===== src/gcp_params.svh =====
// Constants for the gauge command port
`ifndef GCP_PARAMS_SVH
`define GCP_PARAMS_SVH
`define GCP_DEV_ADDR        7'h55
`define GCP_MAX_READ_ADDR   8'h6B
`define GCP_STATUS_ADDR     8'h6A
`define GCP_STATUS_RESET    8'h00
`define GCP_STATUS_SEL_BIT  0
`define GCP_RO_LIMIT        8'h60
`define GCP_CLK_MHZ         100
`define GCP_STUCK_MS        2000
`define GCP_STUCK_CYC       (`GCP_STUCK_MS * 1000 * `GCP_CLK_MHZ)
`define GCP_STRETCH_US      4000
`define GCP_STRETCH_CYC     (`GCP_STRETCH_US * `GCP_CLK_MHZ)
`define GCP_WAKE_CYC        16'h0040
`endif


===== src/gcp_pkg.sv =====
// Types for the gauge command port
package gcp_pkg;
  typedef enum logic [3:0] {
    GCP_IDLE   = 4'b0000,
    GCP_ADDR   = 4'b0001,
    GCP_AACK   = 4'b0010,
    GCP_WBYTE  = 4'b0011,
    GCP_WACK   = 4'b0100,
    GCP_RBYTE  = 4'b0101,
    GCP_RACK   = 4'b0110,
    GCP_IGNORE = 4'b0111
  } gcp_state_t;
endpackage


===== src/gcp_command_port.sv =====
// Target-side two-wire command port of the battery monitor
// Behaviour
// - Answer only to address 1010101
// - Single, incremental, quick reads; single, incremental writes
// - Quick read uses current address pointer
// - Pointer steps on every acknowledged data byte
// - Write bytes land in consecutive locations
// - Not-acknowledge data written to read-only location
// - Not-acknowledge read command above 0x6B
// - Release both lines after 2 s low
// - Still held low after release: sleep
// - Profile status readable at 0x6a, bit 0
// - Status bit 0 names last profile, default 0
// - In sleep, stretch clock up to 4 ms
// - Deep sleep wakes only on own address
`timescale 1ns/1ps
`include "gcp_params.svh"
module gcp_command_port
  import gcp_pkg::*;
#(
  parameter int unsigned STUCK_CYC   = `GCP_STUCK_CYC,
  parameter int unsigned STRETCH_CYC = `GCP_STRETCH_CYC
)(
  input  wire logic       SYS_CLK_IN,      // 100 MHz clock
  input  wire logic       RST_N_IN,        // Async reset, active low
  input  wire logic       SCL_IN,          // Bus clock line level
  output logic            SCL_OE_OUT,      // Pull clock line low
  input  wire logic       SDA_IN,          // Bus data line level
  output logic            SDA_OE_OUT,      // Pull data line low
  input  wire logic       SLEEP_IN,        // Gauge is in sleep power state
  input  wire logic       HIBERNATE_IN,    // Gauge is in deepest power state
  input  wire logic       PROFILE_B_IN,    // Second dynamic profile used last
  input  wire logic [7:0] RD_DATA_IN,      // Data at RD_ADDR_OUT
  input  wire logic       RO_IN,           // Location at RD_ADDR_OUT is read-only
  output logic [7:0]      RD_ADDR_OUT,     // Address pointer
  output logic [7:0]      WR_ADDR_OUT,     // Write location
  output logic [7:0]      WR_DATA_OUT,     // Write data
  output logic            WR_STB_OUT,      // Write strobe, one cycle
  output logic            WAKE_OUT,        // Addressed while hibernating
  output logic            BUS_SLEEP_OUT    // Serial engine asleep
);
  logic scl, sda, scl_rise, scl_fall, start, stop;
  gcp_pin_sync u_sync (
    .clk_in       (SYS_CLK_IN),
    .rst_n_in     (RST_N_IN),
    .scl_in       (SCL_IN),
    .sda_in       (SDA_IN),
    .scl_out      (scl),
    .sda_out      (sda),
    .scl_rise_out (scl_rise),
    .scl_fall_out (scl_fall),
    .start_out    (start),
    .stop_out     (stop)
  );

  gcp_state_t  st_q, st_d;
  logic [2:0]  bit_q, bit_d;
  logic [7:0]  sh_q, sh_d;
  logic [7:0]  ptr_q, ptr_d;
  logic        rw_q, rw_d;
  logic        cmd_q, cmd_d;
  logic        nak_q, nak_d;
  logic        sda_oe_q, sda_oe_d;
  logic        wstb_q, wstb_d;
  logic [7:0]  wdat_q, wdat_d;
  logic [7:0]  wadr_q, wadr_d;
  logic        wake_q, wake_d;
  logic [31:0] low_q, low_d;
  logic        rel_q, rel_d;
  logic        slp_q, slp_d;
  logic [31:0] str_q, str_d;
  logic        str_oe_q, str_oe_d;
  logic [7:0]  status_q, status_d;
  function automatic logic [7:0] read_byte(input logic [7:0] a, input logic [7:0] st, input logic [7:0] ext);
    read_byte = (a == `GCP_STATUS_ADDR) ? st : ext;
  endfunction
  // Status byte: only the selection bit is live
  always_comb begin
    status_d = `GCP_STATUS_RESET;
    status_d[`GCP_STATUS_SEL_BIT] = PROFILE_B_IN;
  end
  // Stuck-bus watch and clock stretch
  always_comb begin
    low_d    = (scl && sda) ? 32'h0 : ((low_q < STUCK_CYC) ? low_q + 32'h1 : low_q);
    rel_d    = rel_q;
    slp_d    = slp_q;
    str_d    = str_q;
    str_oe_d = 1'b0;
    if (low_q == STUCK_CYC - 1) begin
      rel_d = 1'b1;
    end
    if (rel_q && !(scl && sda) && !SCL_OE_OUT && !SDA_OE_OUT) begin
      slp_d = 1'b1;
    end
    if (scl && sda) begin
      rel_d = 1'b0;
      slp_d = 1'b0;
    end
    // Hold the clock low at each clock fall in the address ack state, for any address, so sleep core can respond
    if (SLEEP_IN && st_q == GCP_AACK && scl_fall) begin
      str_d = 32'h1;
    end else if (str_q != 32'h0) begin
      str_d = (str_q >= STRETCH_CYC || !SLEEP_IN) ? 32'h0 : str_q + 32'h1;
    end
    str_oe_d = (str_d != 32'h0) && !rel_d;
  end
  // Protocol engine
  always_comb begin
    st_d     = st_q;
    bit_d    = bit_q;
    sh_d     = sh_q;
    ptr_d    = ptr_q;
    rw_d     = rw_q;
    cmd_d    = cmd_q;
    nak_d    = nak_q;
    sda_oe_d = sda_oe_q;
    wstb_d   = 1'b0;
    wdat_d   = wdat_q;
    wadr_d   = wadr_q;
    wake_d   = 1'b0;
    if (start) begin
      st_d     = GCP_ADDR;
      bit_d    = 3'h7;
      sda_oe_d = 1'b0;
      nak_d    = 1'b0;
    end else if (stop || rel_q) begin
      st_d     = GCP_IDLE;
      sda_oe_d = 1'b0;
    end else begin
      case (st_q)
        GCP_ADDR, GCP_WBYTE: begin
          if (scl_rise) begin
            sh_d = {sh_q[6:0], sda};
            if (bit_q == 3'h0) begin
              st_d = (st_q == GCP_ADDR) ? GCP_AACK : GCP_WACK;
            end
            bit_d = bit_q - 3'h1;
          end
        end
        GCP_AACK: begin
          if (scl_fall && !sda_oe_q) begin
            if (sh_q[7:1] == `GCP_DEV_ADDR) begin
              sda_oe_d = 1'b1;
              rw_d     = sh_q[0];
              cmd_d    = ~sh_q[0];
              wake_d   = HIBERNATE_IN;
            end else begin
              st_d = GCP_IGNORE;
            end
          end else if (scl_fall) begin
            bit_d = 3'h7;
            if (rw_q) begin
              st_d     = GCP_RBYTE;
              sh_d     = read_byte(ptr_q, status_q, RD_DATA_IN);
              sda_oe_d = ~read_byte(ptr_q, status_q, RD_DATA_IN) >> 7 != 8'h0;
            end else begin
              st_d     = GCP_WBYTE;
              sda_oe_d = 1'b0;
            end
          end
        end
        GCP_WACK: begin
          if (scl_fall && !sda_oe_q && !nak_q) begin
            if (cmd_q) begin
              ptr_d = sh_q;
              cmd_d = 1'b0;
              nak_d = 1'b0;
              sda_oe_d = 1'b1;
              // Only reads can follow a command above the map; refuse now
              if (sh_q > `GCP_MAX_READ_ADDR) begin
                nak_d    = 1'b1;
                sda_oe_d = 1'b0;
              end
            end else if (RO_IN || ptr_q > `GCP_MAX_READ_ADDR) begin
              nak_d = 1'b1;
            end else begin
              sda_oe_d = 1'b1;
              wstb_d   = 1'b1;
              wadr_d   = ptr_q;
              wdat_d   = sh_q;
              ptr_d    = ptr_q + 8'h1;
            end
          end else if (scl_fall) begin
            sda_oe_d = 1'b0;
            bit_d    = 3'h7;
            st_d     = nak_q ? GCP_IGNORE : GCP_WBYTE;
            nak_d    = 1'b0;
          end
        end
        GCP_RBYTE: begin
          if (scl_fall) begin
            if (bit_q == 3'h0) begin
              st_d     = GCP_RACK;
              sda_oe_d = 1'b0;
            end else begin
              sda_oe_d = ~sh_q[6];
              sh_d     = {sh_q[6:0], 1'b0};
            end
            bit_d = bit_q - 3'h1;
          end
        end
        GCP_RACK: begin
          if (scl_rise) begin
            if (!sda) begin
              ptr_d = ptr_q + 8'h1;
            end else begin
              st_d = GCP_IGNORE;
            end
          end else if (scl_fall) begin
            bit_d    = 3'h7;
            st_d     = GCP_RBYTE;
            sh_d     = read_byte(ptr_q, status_q, RD_DATA_IN);
            sda_oe_d = ~read_byte(ptr_q, status_q, RD_DATA_IN) >> 7 != 8'h0;
          end
        end
        default: st_d = st_q;
      endcase
    end
  end
  always_ff @(posedge SYS_CLK_IN or negedge RST_N_IN) begin
    if (!RST_N_IN) begin
      st_q     <= GCP_IDLE;
      bit_q    <= 3'h7;
      sh_q     <= 8'h00;
      ptr_q    <= 8'h00;
      rw_q     <= 1'b0;
      cmd_q    <= 1'b0;
      nak_q    <= 1'b0;
      sda_oe_q <= 1'b0;
      wstb_q   <= 1'b0;
      wdat_q   <= 8'h00;
      wadr_q   <= 8'h00;
      wake_q   <= 1'b0;
      low_q    <= 32'h0;
      rel_q    <= 1'b0;
      slp_q    <= 1'b0;
      str_q    <= 32'h0;
      str_oe_q <= 1'b0;
      status_q <= `GCP_STATUS_RESET;
    end else begin
      st_q     <= st_d;
      bit_q    <= bit_d;
      sh_q     <= sh_d;
      ptr_q    <= ptr_d;
      rw_q     <= rw_d;
      cmd_q    <= cmd_d;
      nak_q    <= nak_d;
      sda_oe_q <= sda_oe_d;
      wstb_q   <= wstb_d;
      wdat_q   <= wdat_d;
      wadr_q   <= wadr_d;
      wake_q   <= wake_d;
      low_q    <= low_d;
      rel_q    <= rel_d;
      slp_q    <= slp_d;
      str_q    <= str_d;
      str_oe_q <= str_oe_d;
      status_q <= status_d;
    end
  end
  always_comb begin
    SDA_OE_OUT    = sda_oe_q & ~rel_q;
    SCL_OE_OUT    = str_oe_q;
    RD_ADDR_OUT   = ptr_q;
    WR_ADDR_OUT   = wadr_q;
    WR_DATA_OUT   = wdat_q;
    WR_STB_OUT    = wstb_q;
    WAKE_OUT      = wake_q;
    BUS_SLEEP_OUT = slp_q;
  end
  property p_write_steps;
    @(posedge SYS_CLK_IN) disable iff (!RST_N_IN) wstb_d |=> ptr_q == wadr_q + 8'h1;
  endproperty
  a_write_steps: assert property (p_write_steps) else $error("pointer not stepped after write");
  property p_release;
    @(posedge SYS_CLK_IN) disable iff (!RST_N_IN) rel_q |-> !SDA_OE_OUT && !SCL_OE_OUT;
  endproperty
  a_release: assert property (p_release) else $error("line driven after timeout");
  property p_status_bits;
    @(posedge SYS_CLK_IN) disable iff (!RST_N_IN) status_q[7:1] == 7'h00;
  endproperty
  a_status_bits: assert property (p_status_bits) else $error("status spare bits set");
  property p_stretch;
    @(posedge SYS_CLK_IN) disable iff (!RST_N_IN) SCL_OE_OUT |-> SLEEP_IN || $past(SLEEP_IN);
  endproperty
  a_stretch: assert property (p_stretch) else $error("stretch outside sleep");
  property p_cmd_refuse;
    @(posedge SYS_CLK_IN) disable iff (!RST_N_IN)
      st_q == GCP_WACK && cmd_q && scl_fall && sh_q > `GCP_MAX_READ_ADDR |=> !SDA_OE_OUT;
  endproperty
  a_cmd_refuse: assert property (p_cmd_refuse) else $error("command above map acknowledged");
  property p_wake_own;
    @(posedge SYS_CLK_IN) disable iff (!RST_N_IN) WAKE_OUT |-> $past(HIBERNATE_IN) && sh_q[7:1] == `GCP_DEV_ADDR;
  endproperty
  a_wake_own: assert property (p_wake_own) else $error("wake without own address");
  c_write: cover property (@(posedge SYS_CLK_IN) WR_STB_OUT);
  c_release: cover property (@(posedge SYS_CLK_IN) rel_q);
  c_read_ack: cover property (@(posedge SYS_CLK_IN) st_q == GCP_RACK);
endmodule // gcp_command_port


===== src/gcp_pin_sync.sv =====
// Two-stage synchroniser and edge finder for the two bus lines
`timescale 1ns/1ps
module gcp_pin_sync
  import gcp_pkg::*;
(
  input  wire logic clk_in,       // System clock
  input  wire logic rst_n_in,     // Async reset, active low
  input  wire logic scl_in,       // Raw clock line
  input  wire logic sda_in,       // Raw data line
  output logic      scl_out,      // Synchronised clock line
  output logic      sda_out,      // Synchronised data line
  output logic      scl_rise_out, // Clock line rose
  output logic      scl_fall_out, // Clock line fell
  output logic      start_out,    // Start or repeated start
  output logic      stop_out      // Stop condition
);
  logic [1:0] scl_s_q, sda_s_q;
  logic       scl_p_q, sda_p_q;

  always_ff @(posedge clk_in or negedge rst_n_in) begin
    if (!rst_n_in) begin
      scl_s_q <= 2'h3;
      sda_s_q <= 2'h3;
      scl_p_q <= 1'b1;
      sda_p_q <= 1'b1;
    end else begin
      scl_s_q <= {scl_s_q[0], scl_in};
      sda_s_q <= {sda_s_q[0], sda_in};
      scl_p_q <= scl_s_q[1];
      sda_p_q <= sda_s_q[1];
    end
  end

  always_comb begin
    scl_out      = scl_s_q[1];
    sda_out      = sda_s_q[1];
    scl_rise_out = scl_s_q[1] & ~scl_p_q;
    scl_fall_out = ~scl_s_q[1] & scl_p_q;
    start_out    = scl_s_q[1] & scl_p_q & sda_p_q & ~sda_s_q[1];
    stop_out     = scl_s_q[1] & scl_p_q & ~sda_p_q & sda_s_q[1];
  end
endmodule // gcp_pin_sync


===== config.mk =====
export PLATFORM = sky130hd
export DESIGN_NAME = gcp_command_port
export DESIGN_NICKNAME = d
export VERILOG_FILES = /design/src/gcp_pkg.sv /design/src/gcp_command_port.sv /design/src/gcp_pin_sync.sv
export VERILOG_INCLUDE_DIRS = /design/src
export SDC_FILE = /design/constraint.sdc
export NUM_CORES = 1
export LEC_CHECK = 0
export ABC_AREA = 1
export BUFFER_PORTS_ARGS = -buffer_cell sky130_fd_sc_hd__buf_2
export CAP_MARGIN = 30
export CORE_MARGIN = 1
export CORE_UTILIZATION = 50
export DETAILED_ROUTE_END_ITERATION = 6
export PLACE_DENSITY = 0.7
export SYNTH_ARGS = -nofsm -noshare
export SYNTH_HDL_FRONTEND = slang
export SYNTH_SLANG_ARGS = --single-unit
export TNS_END_PERCENT = 100

===== constraint.sdc =====
create_clock -name SYS_CLK_IN -period 2.2 [get_ports SYS_CLK_IN]
set_input_delay 0.11 -clock SYS_CLK_IN [delete_from_list [all_inputs] [get_ports SYS_CLK_IN]]
set_output_delay 0.11 -clock SYS_CLK_IN [all_outputs]
set_load 0.05 [all_outputs]

**After elaboration in Yosys (flattened, before gate mapping)**

Cells that the tools add are included.

- Add/sub/neg operators: 4
- $lt $le $gt $ge: 4
- Eq/ne operators: 45
- Muxes and demuxes: 90
- Bitwise operators: 20
- Reduce and logical (&&, ||, !) cells: 42

Operator list:

| cell | number |
|---|---|
| 32-bit 2-to-1 mux | 5 |
| 8-bit 2-to-1 mux | 14 |
| 32-bit by 1-bit adder with 32-bit output, second input constant | 2 |
| 32-bit nonzero test | 2 |
| 4-bit 2-to-1 mux | 14 |
| 1-bit 2-to-1 mux | 40 |
| 3-bit 2-to-1 mux | 11 |
| 32-bit by 28-bit == test with 1-bit output, second input constant | 1 |
| 32-bit by 19-bit greater-or-equal comparator with 1-bit output, second input constant | 1 |
| 32-bit by 28-bit < comparator with 1-bit output, second input constant | 1 |
| 4-bit != test, second input constant | 8 |
| 8-bit one-hot mux with 4 select lines | 1 |
| 2-bit != test, second input constant | 12 |
| 11-bit AND reduction | 2 |
| 4-bit one-hot mux with 5 select lines | 1 |
| 3-bit != test, second input constant | 6 |
| 8-bit by 7-bit > comparator with 1-bit output, second input constant | 2 |
| 8-bit one-hot mux with 2 select lines | 1 |
| 5-bit != test, second input constant | 3 |
| 3-bit one-hot mux with 5 select lines | 1 |
| 7-bit AND reduction | 2 |
| 4-bit by 3-bit == test with 1-bit output, second input constant | 3 |
| 6-bit AND reduction | 2 |
| 6-bit nonzero test | 2 |
| other kinds (28) | 68 |

- Flip-flop bits (word level): 119
- Input bits: 16
- Output and inout bits: 29
- Logic and storage cells: 227

**Logic depth before layout (Yosys ltp)**

Gate-level depths: netlist of run 1.

- Depth after elaboration: 9
- Depth in mapped cells: 16

**Modules after synthesis**

From an unflattened synthesis of run 1, not the netlist that was laid out.

- Cells, all modules: 869
- Area, all modules: 6682.7 um^2

By module, submodules not included:

| module | times used | cells each | area each (um^2) |
|---|---|---|---|
| gcp_command_port | 1 | 852 | 6483.7 |
| gcp_pin_sync | 1 | 17 | 198.9 |

**Least setup slack after synthesis of run 1**

Ideal clock, no wire load.

- Path type: register -> register
- Start point: register u_sync.scl_s_q[1]
- End point: register sh_q[6]
- Setup time: 74 ps
- Arrival time: 1866 ps
- Data required time: 2126 ps
- Slack: 260 ps
- Stages on the path, launching flop included: 13
- Path buffers: 1
- Clock period less this slack: 1940 ps
- Path through: dfstp_2 > inv_1 > ha_1 > inv_2 > nor2_1 > inv_1 > nor2_2 > nor2_1 > o21a_1 > o2111a_2 > buf_6 > nand2_1 > o21ai_2

- Longest elaborated chain between the ends: 6
- Elaborated cells between the ends (all ways): 19
- Those cells by class: eq/ne: 6; bitwise: 10; reduce/logical: 3

RTL lines:

| element | line | source |
|---|---|---|
| start: declaration | gcp_pin_sync.sv:17 | `logic [1:0] scl_s_q, sda_s_q;` |
| start signal: assignment | gcp_pin_sync.sv:27 | `scl_s_q <= {scl_s_q[0], scl_in};` |
| 1-bit AND | gcp_pin_sync.sv:39, gcp_pin_sync.sv:40 |  |
| 1-bit AND (2 in a row) | gcp_pin_sync.sv:40 | `stop_out = scl_s_q[1] & scl_p_q & ~sda_p_q & sda_s_q[1];` |
| 1-bit logical OR | gcp_command_port.sv:126 | `end else if (stop \|\| rel_q) begin` |
| 1-bit NOT (no source line) | -- |  |
| 11-bit AND reduction (no source line) (*) | -- |  |
| end signal: assignment | gcp_command_port.sv:224 | `sh_q <= 8'h00;` |
| end signal: assignment | gcp_command_port.sv:243 | `sh_q <= sh_d;` |
| end: declaration | gcp_command_port.sv:58 | `logic [7:0] sh_q, sh_d;` |

Mark *: on every way between the ends. The rest lies on a longest branch, timed or not.
A chain may end at the register's enable or synchronous reset.

**Final worst setup path of run 1**

- Start point: register u_sync.scl_p_q
- End point: register str_oe_q (netlist: SCL_OE_OUT)

- Longest elaborated chain between the ends: 5

RTL lines:

| element | line | source |
|---|---|---|
| start: declaration | gcp_pin_sync.sv:18 | `logic scl_p_q, sda_p_q;` |
| start signal: assignment | gcp_pin_sync.sv:29 | `scl_p_q <= scl_s_q[1];` |
| 1-bit AND | gcp_pin_sync.sv:38 | `scl_fall_out = ~scl_s_q[1] & scl_p_q;` |
| 1-bit logical AND | gcp_command_port.sv:100 | `if (SLEEP_IN && st_q == GCP_AACK && scl_fall) begin` |
| 32-bit 2-to-1 mux | gcp_command_port.sv:100 |  |
| 32-bit nonzero test | gcp_command_port.sv:105 | `str_oe_d = (str_d != 32'h0) && !rel_d;` |
| 1-bit logical AND | gcp_command_port.sv:105 |  |
| named net str_oe_d | gcp_command_port.sv:72 | `logic str_oe_q, str_oe_d;` |
| end signal: assignment | gcp_command_port.sv:257 | `str_oe_q <= str_oe_d;` |
| end: declaration | gcp_command_port.sv:72 |  |

The timed path passes the listed nets, and every way through them passes these cells.

==> qor.txt, run 1 <==
status = complete, no violations
DP HPWL = 12.0 mm
CTS H-tree depth = 4
Placed Area = 0.00726 mm^2
EDFF count, synth = 0
Unique masters post-synth = 53
router iterations before antenna repair = 5
FF+latch count, synth = 118
Max-Cap Viols = 0
Post-Syn Area per Cell = 7.64 um^2
row cnt = 41
DRT iter0 DRCs = 401
worst hold path type = primary input to flip-flop
Worst slew margin = 61.5%
Crit path required time = 2.50 ns
FILL cells = 1145
crit-path leading delay family = simple AND/OR/NAND/NOR gates
Worst path slowest cell = dfstp_2
Die ar. = 0.0138 mm^2
Die X = 118 um
fin nets = 985
RSZ-0062 raised after global routing = no
critical path arrival = 2.33 ns
Setup TNS Final = 0 ns
vias per cell = 5.32
antenna-violating nets left = 0
clock sinks = 118
fraction of layout cells with a size suffix above 1 = 16.5%
Lkg Pwr = 3.71 nW
Port Buffer Count = 44
worst skew pair latency = 0.42 ns
WS Path Type = flip-flop to flip-flop
Crit path top cell by count = nor2_1
Post-synth ARST share = 100%
Starting Density = 52.2%
CP Buf/Inv Count = 3
sequential area share after synthesis = 44.3%
overall power = 8.41 mW
Top FF cell, synth = dfrtp_1
routed vias = 6090
Die Y-Extent = 118 um
synthesized instance count = 875
Placer Congestion = 0.966
measured slew at the worst slew-check pin = 0.573 ns
# IOs = 45
crit path time final = 2.03 ns
fin crit share = 92.0%
DRC violations left = 0
Worst-path clk slew = 0.06 ns
DR WL/cell = 14.3 um
Critical Path Max Stage Delay = 0.55 ns
Placeable Area = 0.0128 mm^2
# setup viols final = 0
crit path cell chain = ha_2 -> inv_2 -> buf_4 -> nor3_4 -> inv_2 -> o211ai_1 -> nand2_1 -> nor2_1 -> nand3_1 -> nor2_1 -> nor2_1
final hold vios = 0
Ys Warns = 0
GRT overflow = 0
antenna violations before repair = 0
Critical Path End Type = flip-flop
Worst VDD drop = 784 uV
Syn-to-layout area delta = 18.6%
CTS tree = built
critical path peak fanout = 8
first-pass GRT wire length = 27.8 mm
Pins Over Slew Limit = 0
Post-Route WL = 16.3 mm
vias in the first global route = 5802
Synth area leader = dfrtp_1
Num CTS Buffers = 17
Root Buffer = clkbuf_16
Antenna diodes = 0
ranking of synthesized cells by area = dfrtp_1 41%, nand2_1 9.7%, inv_1 6.7%, nor2_1 6.6%, o21ai_0 4.1%
Synth Cell Area = 0.00669 mm^2
Overall Global Routing Usage = 25.2%
Worst setup SP type = flip-flop
clk_skew = 0.00592 ns
Fmax achieved = 0.494 GHz
CTS Buffer Depth = 2
top-area cell type share of the netlist area = 40.8%
pwr dens = 1060 mW/mm^2
largest net degree at the start of global routing = 54
design area = 0.00793 mm^2
[cell usage in the layout, fill, tap and decap left out, drive strengths merged, types with 2 or more instances in the layout]
cell type	synthesis	final
o31ai	4	4
conb	1	13
clkinv	1	8
o22ai	2	2
o21ai	87	87
nand2	183	183
dlygate4sd3	0	5
ha	10	10
dfrtp	109	109
inv	126	126
bufinv	0	3
a21boi	2	2
a22oi	2	2
xnor2	3	3
nand4	23	23
nand3	53	53
o211ai	5	5
nor2	129	129
dfstp	9	9
o21a	2	2
clkinvlp	0	2
nor3	37	37
xor2	17	17
nor4	12	12
nor3b	3	3
buf	11	64
a21oi	23	23
clkbuf	5	20
a31oi	7	7
[synthesized netlist by cell type, types with 3 or more instances]
master	number
nand3_2	3
o31ai_1	4
dfstp_2	9
nand4_1	23
ha_1	10
dfrtp_1	109
xnor2_1	3
clkbuf_1	5
nand2_1	173
a21oi_1	21
xor2_1	17
inv_1	120
nor2_1	118
nor3_1	32
nor3_2	4
o21ai_1	22
nor4_1	11
nor3b_1	3
nand2_2	9
nor2_4	4
nand3_1	50
buf_2	8
nor2_2	7
a31oi_1	6
o211ai_1	4
o21ai_2	10
inv_2	6
o21ai_0	55
[stage by stage]
| stage | instances | utilization [%] | setup WS, ns | hold WS, ns |
|---|---|---|---|---|
| after floorplan | 887 | - | 0.260 | -0.186 |
| after global placement | 1107 | 56.6 | 0.160 | 0.0880 |
| after detailed placement | 1107 | 56.6 | 0.178 | 0.0970 |
| after CTS | 1144 | 61.8 | 0.139 | 0.0299 |
| after global routing | 1144 | 61.9 | 0.0150 | 0.0529 |
| final | 1144 | 61.9 | 0.175 | 0.0375 |
[metal layers]
metal  up-vias  GRT usage (%)  share of wire [%]
met2       160           39.2                 46
met1      2868           34.2                 47
met4         0           11.9                2.3
met3        34           4.36                4.7
li1       3028              -                  -
met5         -              0                  0
[timing repair]
item	4_1_cts	5_1_grt
buffers inserted	0	0
hold endpoints to repair	33	0
gates resized for setup	0	2
hold buffers	5	0
setup endpoints to repair	0	3
[sequential cells by signal, indices dropped and copies added, names as in the netlist, 2 cells and up]
| signal | flops |
|---|---|
| RD_ADDR_OUT | 8 |
| WR_ADDR_OUT | 8 |
| low_q | 32 |
| u_sync.scl_s_q | 2 |
| str_q | 32 |
| st_q | 3 |
| bit_q | 3 |
| u_sync.sda_s_q | 2 |
| WR_DATA_OUT | 8 |
| sh_q | 8 |
[where the power goes]
part           internal, mW  switching [mW]  total (mW)  leakage [nW]
registers              2.54           0.276        2.81          1.54
clock network          1.86            1.03        2.89         0.302
logic                 0.809            1.90        2.71          1.87
total                  5.21            3.20        8.41          3.71
[tightest hold or removal path, cell delays in order]
cell,delay (ns)
buf_2,0.08
nand3_1,0.06
o21ai_0,0.07
nand2_1,0.06
o21ai_2,0.05
[cell families (layout without fill, tap and decap cells)]
kind of cell             count (synthesis)  count (layout)  synth area share (%)
AO/OA/AOI/OAI                          140             140                  12.5
XOR/XNOR                                20              20                  2.62
adder cells (fa/ha/maj)                 10              10                  1.87
buffers and inverters                  143             228                  8.45
flip-flops                             118             118                  44.3
multiplexers                             1               1                 0.150
other                                    1              13                0.0561
AND/OR/NAND/NOR                        442             442                  30.0
[final timing paths]
check,from,endpoint,slack (ns),cells past startpoint
worst max-delay path,u_sync.scl_p_q,SCL_OE_OUT,0.17,11
worst min-delay path,RD_DATA_IN[2],sh_q[2],0.04,5
worst max register to register,u_sync.scl_p_q,SCL_OE_OUT,0.17,11
worst min register to register,u_sync.scl_s_q[0],u_sync.scl_s_q[1],0.35,0
max in group asynchronous,RST_N_IN,u_sync.sda_s_q[1],1.27,3
min in group asynchronous,RST_N_IN,str_q[27],0.19,2
[final cells by class]
| class | instances | area, um^2 | area share, % |
|---|---|---|---|
| Clock buffer | 20 | 467 | 5.88 |
| Clock inverter | 12 | 151 | 1.91 |
| Inverter | 127 | 477 | 6.01 |
| Multi-Input combinational cell | 626 | 3210 | 40.5 |
| Sequential cell | 118 | 2960 | 37.4 |
| Tap cell | 172 | 215 | 2.71 |
| Timing Repair Buffer | 69 | 448 | 5.65 |
Power figures use the tool's default switching activity.
==> run 2, diff against run 1 <==
- CORE_UTILIZATION: 50 -> 61
- PLACE_DENSITY: 0.7 -> 0.82
==> qor.txt, run 2 (same netlist as run 1, synthesis figures left out) <==
clock sinks = 118 (unchanged)
fraction of layout cells with a size suffix above 1 = 16.8% (+0.29 points)
design area = 0.00805 mm^2 (+1.5%)
critical path peak fanout = 5 (-3)
WS Path Type = flip-flop to flip-flop
CTS tree = built
router iterations before antenna repair = 5 (unchanged)
Port Buffer Count = 44 (unchanged)
antenna-violating nets left = 0 (unchanged)
DP HPWL = 11.7 mm (-2.7%)
Crit path required time = 2.66 ns (+0.16 ns)
# setup viols final = 0 (unchanged)
hold depth = 5 (unchanged)
Syn-to-layout area delta = 20.4%
Die Y-Extent = 107 um (-9.3%)
Max-Cap Viols = 0 (unchanged)
grt met1 use = 41.9% (+7.7 points)
Die ar. = 0.0114 mm^2 (-18%)
Starting Density = 63.9% (+12 points)
CTS H-tree depth = 4 (unchanged)
Worst VDD drop = 1030 uV (+31%)
crit path cell chain = inv_1 -> ha_2 -> inv_2 -> nor2_1 -> inv_1 -> nor2_2 -> nor2_1 -> o21a_1 -> o2111a_2 -> buf_4 -> nand2_1 -> o21ai_2
Antenna diodes = 0 (unchanged)
CTS Buffer Depth = 2 (unchanged)
DRT iter0 DRCs = 454 (+13%)
worst skew pair latency = 0.53 ns (+0.11 ns)
commonest cells after routing, fill and taps aside = 172 x nand2_1, 119 x inv_1, 115 x nor2_1
commonest non-fill, non-tap cell in the layout = nand2_1
Lkg Pwr = 3.79 nW (+2.3%)
DRC violations left = 0 (unchanged)
Pins Over Slew Limit = 0 (unchanged)
antenna violations before repair = 0 (unchanged)
pwr dens = 1080 mW/mm^2 (+1.6%)
Worst path slowest cell = dfstp_2
Placeable Area = 0.0105 mm^2 (-18%)
first-pass GRT wire length = 27.6 mm (-0.79%)
fin crit share = 96.1% (+4.1 points)
vias in the first global route = 5932 (+2.2%)
final worst setup slack = 0.0852 ns (-0.0897 ns)
routed vias = 6215 (+2.1%)
GR Util met3 = 6.63% (+2.3 points)
Multi-input gate area = 0.00325 mm^2 (+1.2%)
GRT busiest layer = met2
Post-Route WL = 16.8 mm (+2.8%)
# IOs = 45 (unchanged)
Num CTS Buffers = 17 (unchanged)
status = complete, no violations
Critical Path End Type = flip-flop
top flop regs = low_q x32, str_q x32
row cnt = 37 (-9.8%)
Fmax achieved = 0.473 GHz (-4.2%)
measured slew at the worst slew-check pin = 0.527 ns (-0.0462 ns)
Die X = 107 um (-9.3%)
Placed Area = 0.00720 mm^2 (-0.79%)
DR WL/cell = 15.0 um (+5.5%)
Overall Global Routing Usage = 30.9% (+5.7 points)
largest net degree at the start of global routing = 42 (-22%)
GRT overflow = 0 (unchanged)
cells on worst reg2reg path = 12 (+1)
Worst-path clk slew = 0.06 ns (about the same)
final hold vios = 0 (unchanged)
Placer Congestion = 0.980 (+1.5%)
Setup TNS Final = 0 ns (unchanged)
Worst slew margin = 64.6% (+3.1 points)
fin nets = 992 (+0.71%)
FILL cells = 767 (-33%)
Worst setup SP type = flip-flop
Place WS = 0.0427 ns (-0.136 ns)
met2 global-route usage = 49.4% (+10 points)
Root Buffer = clkbuf_8
critical path arrival = 2.58 ns (+0.25 ns)
clk_skew = 0.00643 ns (+0.000511 ns)
crit path time final = 2.11 ns (+0.0897 ns)
Reg area = 0.00296 mm^2 (unchanged)
Critical Path Max Stage Delay = 0.57 ns (+0.02 ns)
worst hold path type = primary input to flip-flop
vias per cell = 5.57 (+4.7%)
-- run 2: changes by cell type in the layout (fill, tap and decap cells not counted), moves of 2 or more --
cell,previous run,this run
clkbuf_1,0,3
clkinv_4,3,0
bufinv_16,3,5
buf_12,2,5
nor2_2,7,10
nor2_1,118,115
dlygate4sd3_1,5,10
-- run 2: routing by layer --
metal | routed length [um] | part of all wire, %
met5 | 0 | 0
met4 | 323 | 1.9
met3 | 988 | 5.9
met2 | 8000 | 48
met1 | 7450 | 44
-- run 2: cell type report --
type / count / share of cell area (%)
tap: 136 / 2.11
clock buffer: 23 / 5.79
clock inverter: 9 / 2.14
multi-input combinational: 626 / 40.3
inverter: 127 / 5.97
sequential: 118 / 36.8
timing repair buffer: 76 / 6.84
-- run 2: final timing paths --
check,startpoint,endpoint,slack [ns]
hold / removal,RD_DATA_IN[3],sh_q[3],0.03
max in group asynchronous,RST_N_IN,u_sync.scl_p_q,1.35
hold reg to reg,u_sync.scl_s_q[0],u_sync.scl_s_q[1],0.35
setup reg to reg,u_sync.scl_s_q[1],sh_q[6],0.09
min in group asynchronous,RST_N_IN,RD_ADDR_OUT[0],0.10
setup / recovery,u_sync.scl_s_q[1],sh_q[6],0.09
-- run 2: report_power, final --
| group | internal (mW) | leakage [nW] | switching (mW) |
|---|---|---|---|
| logic | 0.876 | 1.94 | 1.97 |
| registers | 2.54 | 1.54 | 0.285 |
| clock network | 2.04 | 0.312 | 0.970 |
-- run 2: timing repair --
| action | CTS | global route |
|---|---|---|
| hold buffers | 10 | 0 |
| buffers inserted | 1 | 6 |
| endpoints found under the setup margin | 1 | 37 |
| hold endpoints to repair | 60 | 0 |
| cloned | 0 | 0 |
| resized for setup | 0 | 12 |
| pin swaps | 0 | 3 |
-- run 2: worst max-delay path: cells and delay by family, from the launching register on --
family / cells / cell delay [ns]
adder cells (fa/ha/maj): 1 / 0.20
flip-flops: 1 / 0.57
AO/OA/AOI/OAI: 3 / 0.53
buffers and inverters: 4 / 0.40
AND/OR/NAND/NOR: 4 / 0.33
-- run 2: through the flow --
| stage | utilization (%) | instances | hold slack [ns] | power, mW |
|---|---|---|---|---|
| 2_1_floorplan | - | 887 | -0.186 | 4.81 |
| 3_3_place_gp | 68.8 | 1066 | 0.117 | 5.47 |
| 4_1_cts | 76.0 | 1109 | 0.0147 | 8.58 |
| 3_5_place_dp | 68.8 | 1066 | 0.120 | 5.50 |
| 6_report | 77.0 | 1115 | 0.0323 | 8.67 |
| 5_1_grt | 77.0 | 1115 | 0.0185 | 9.08 |
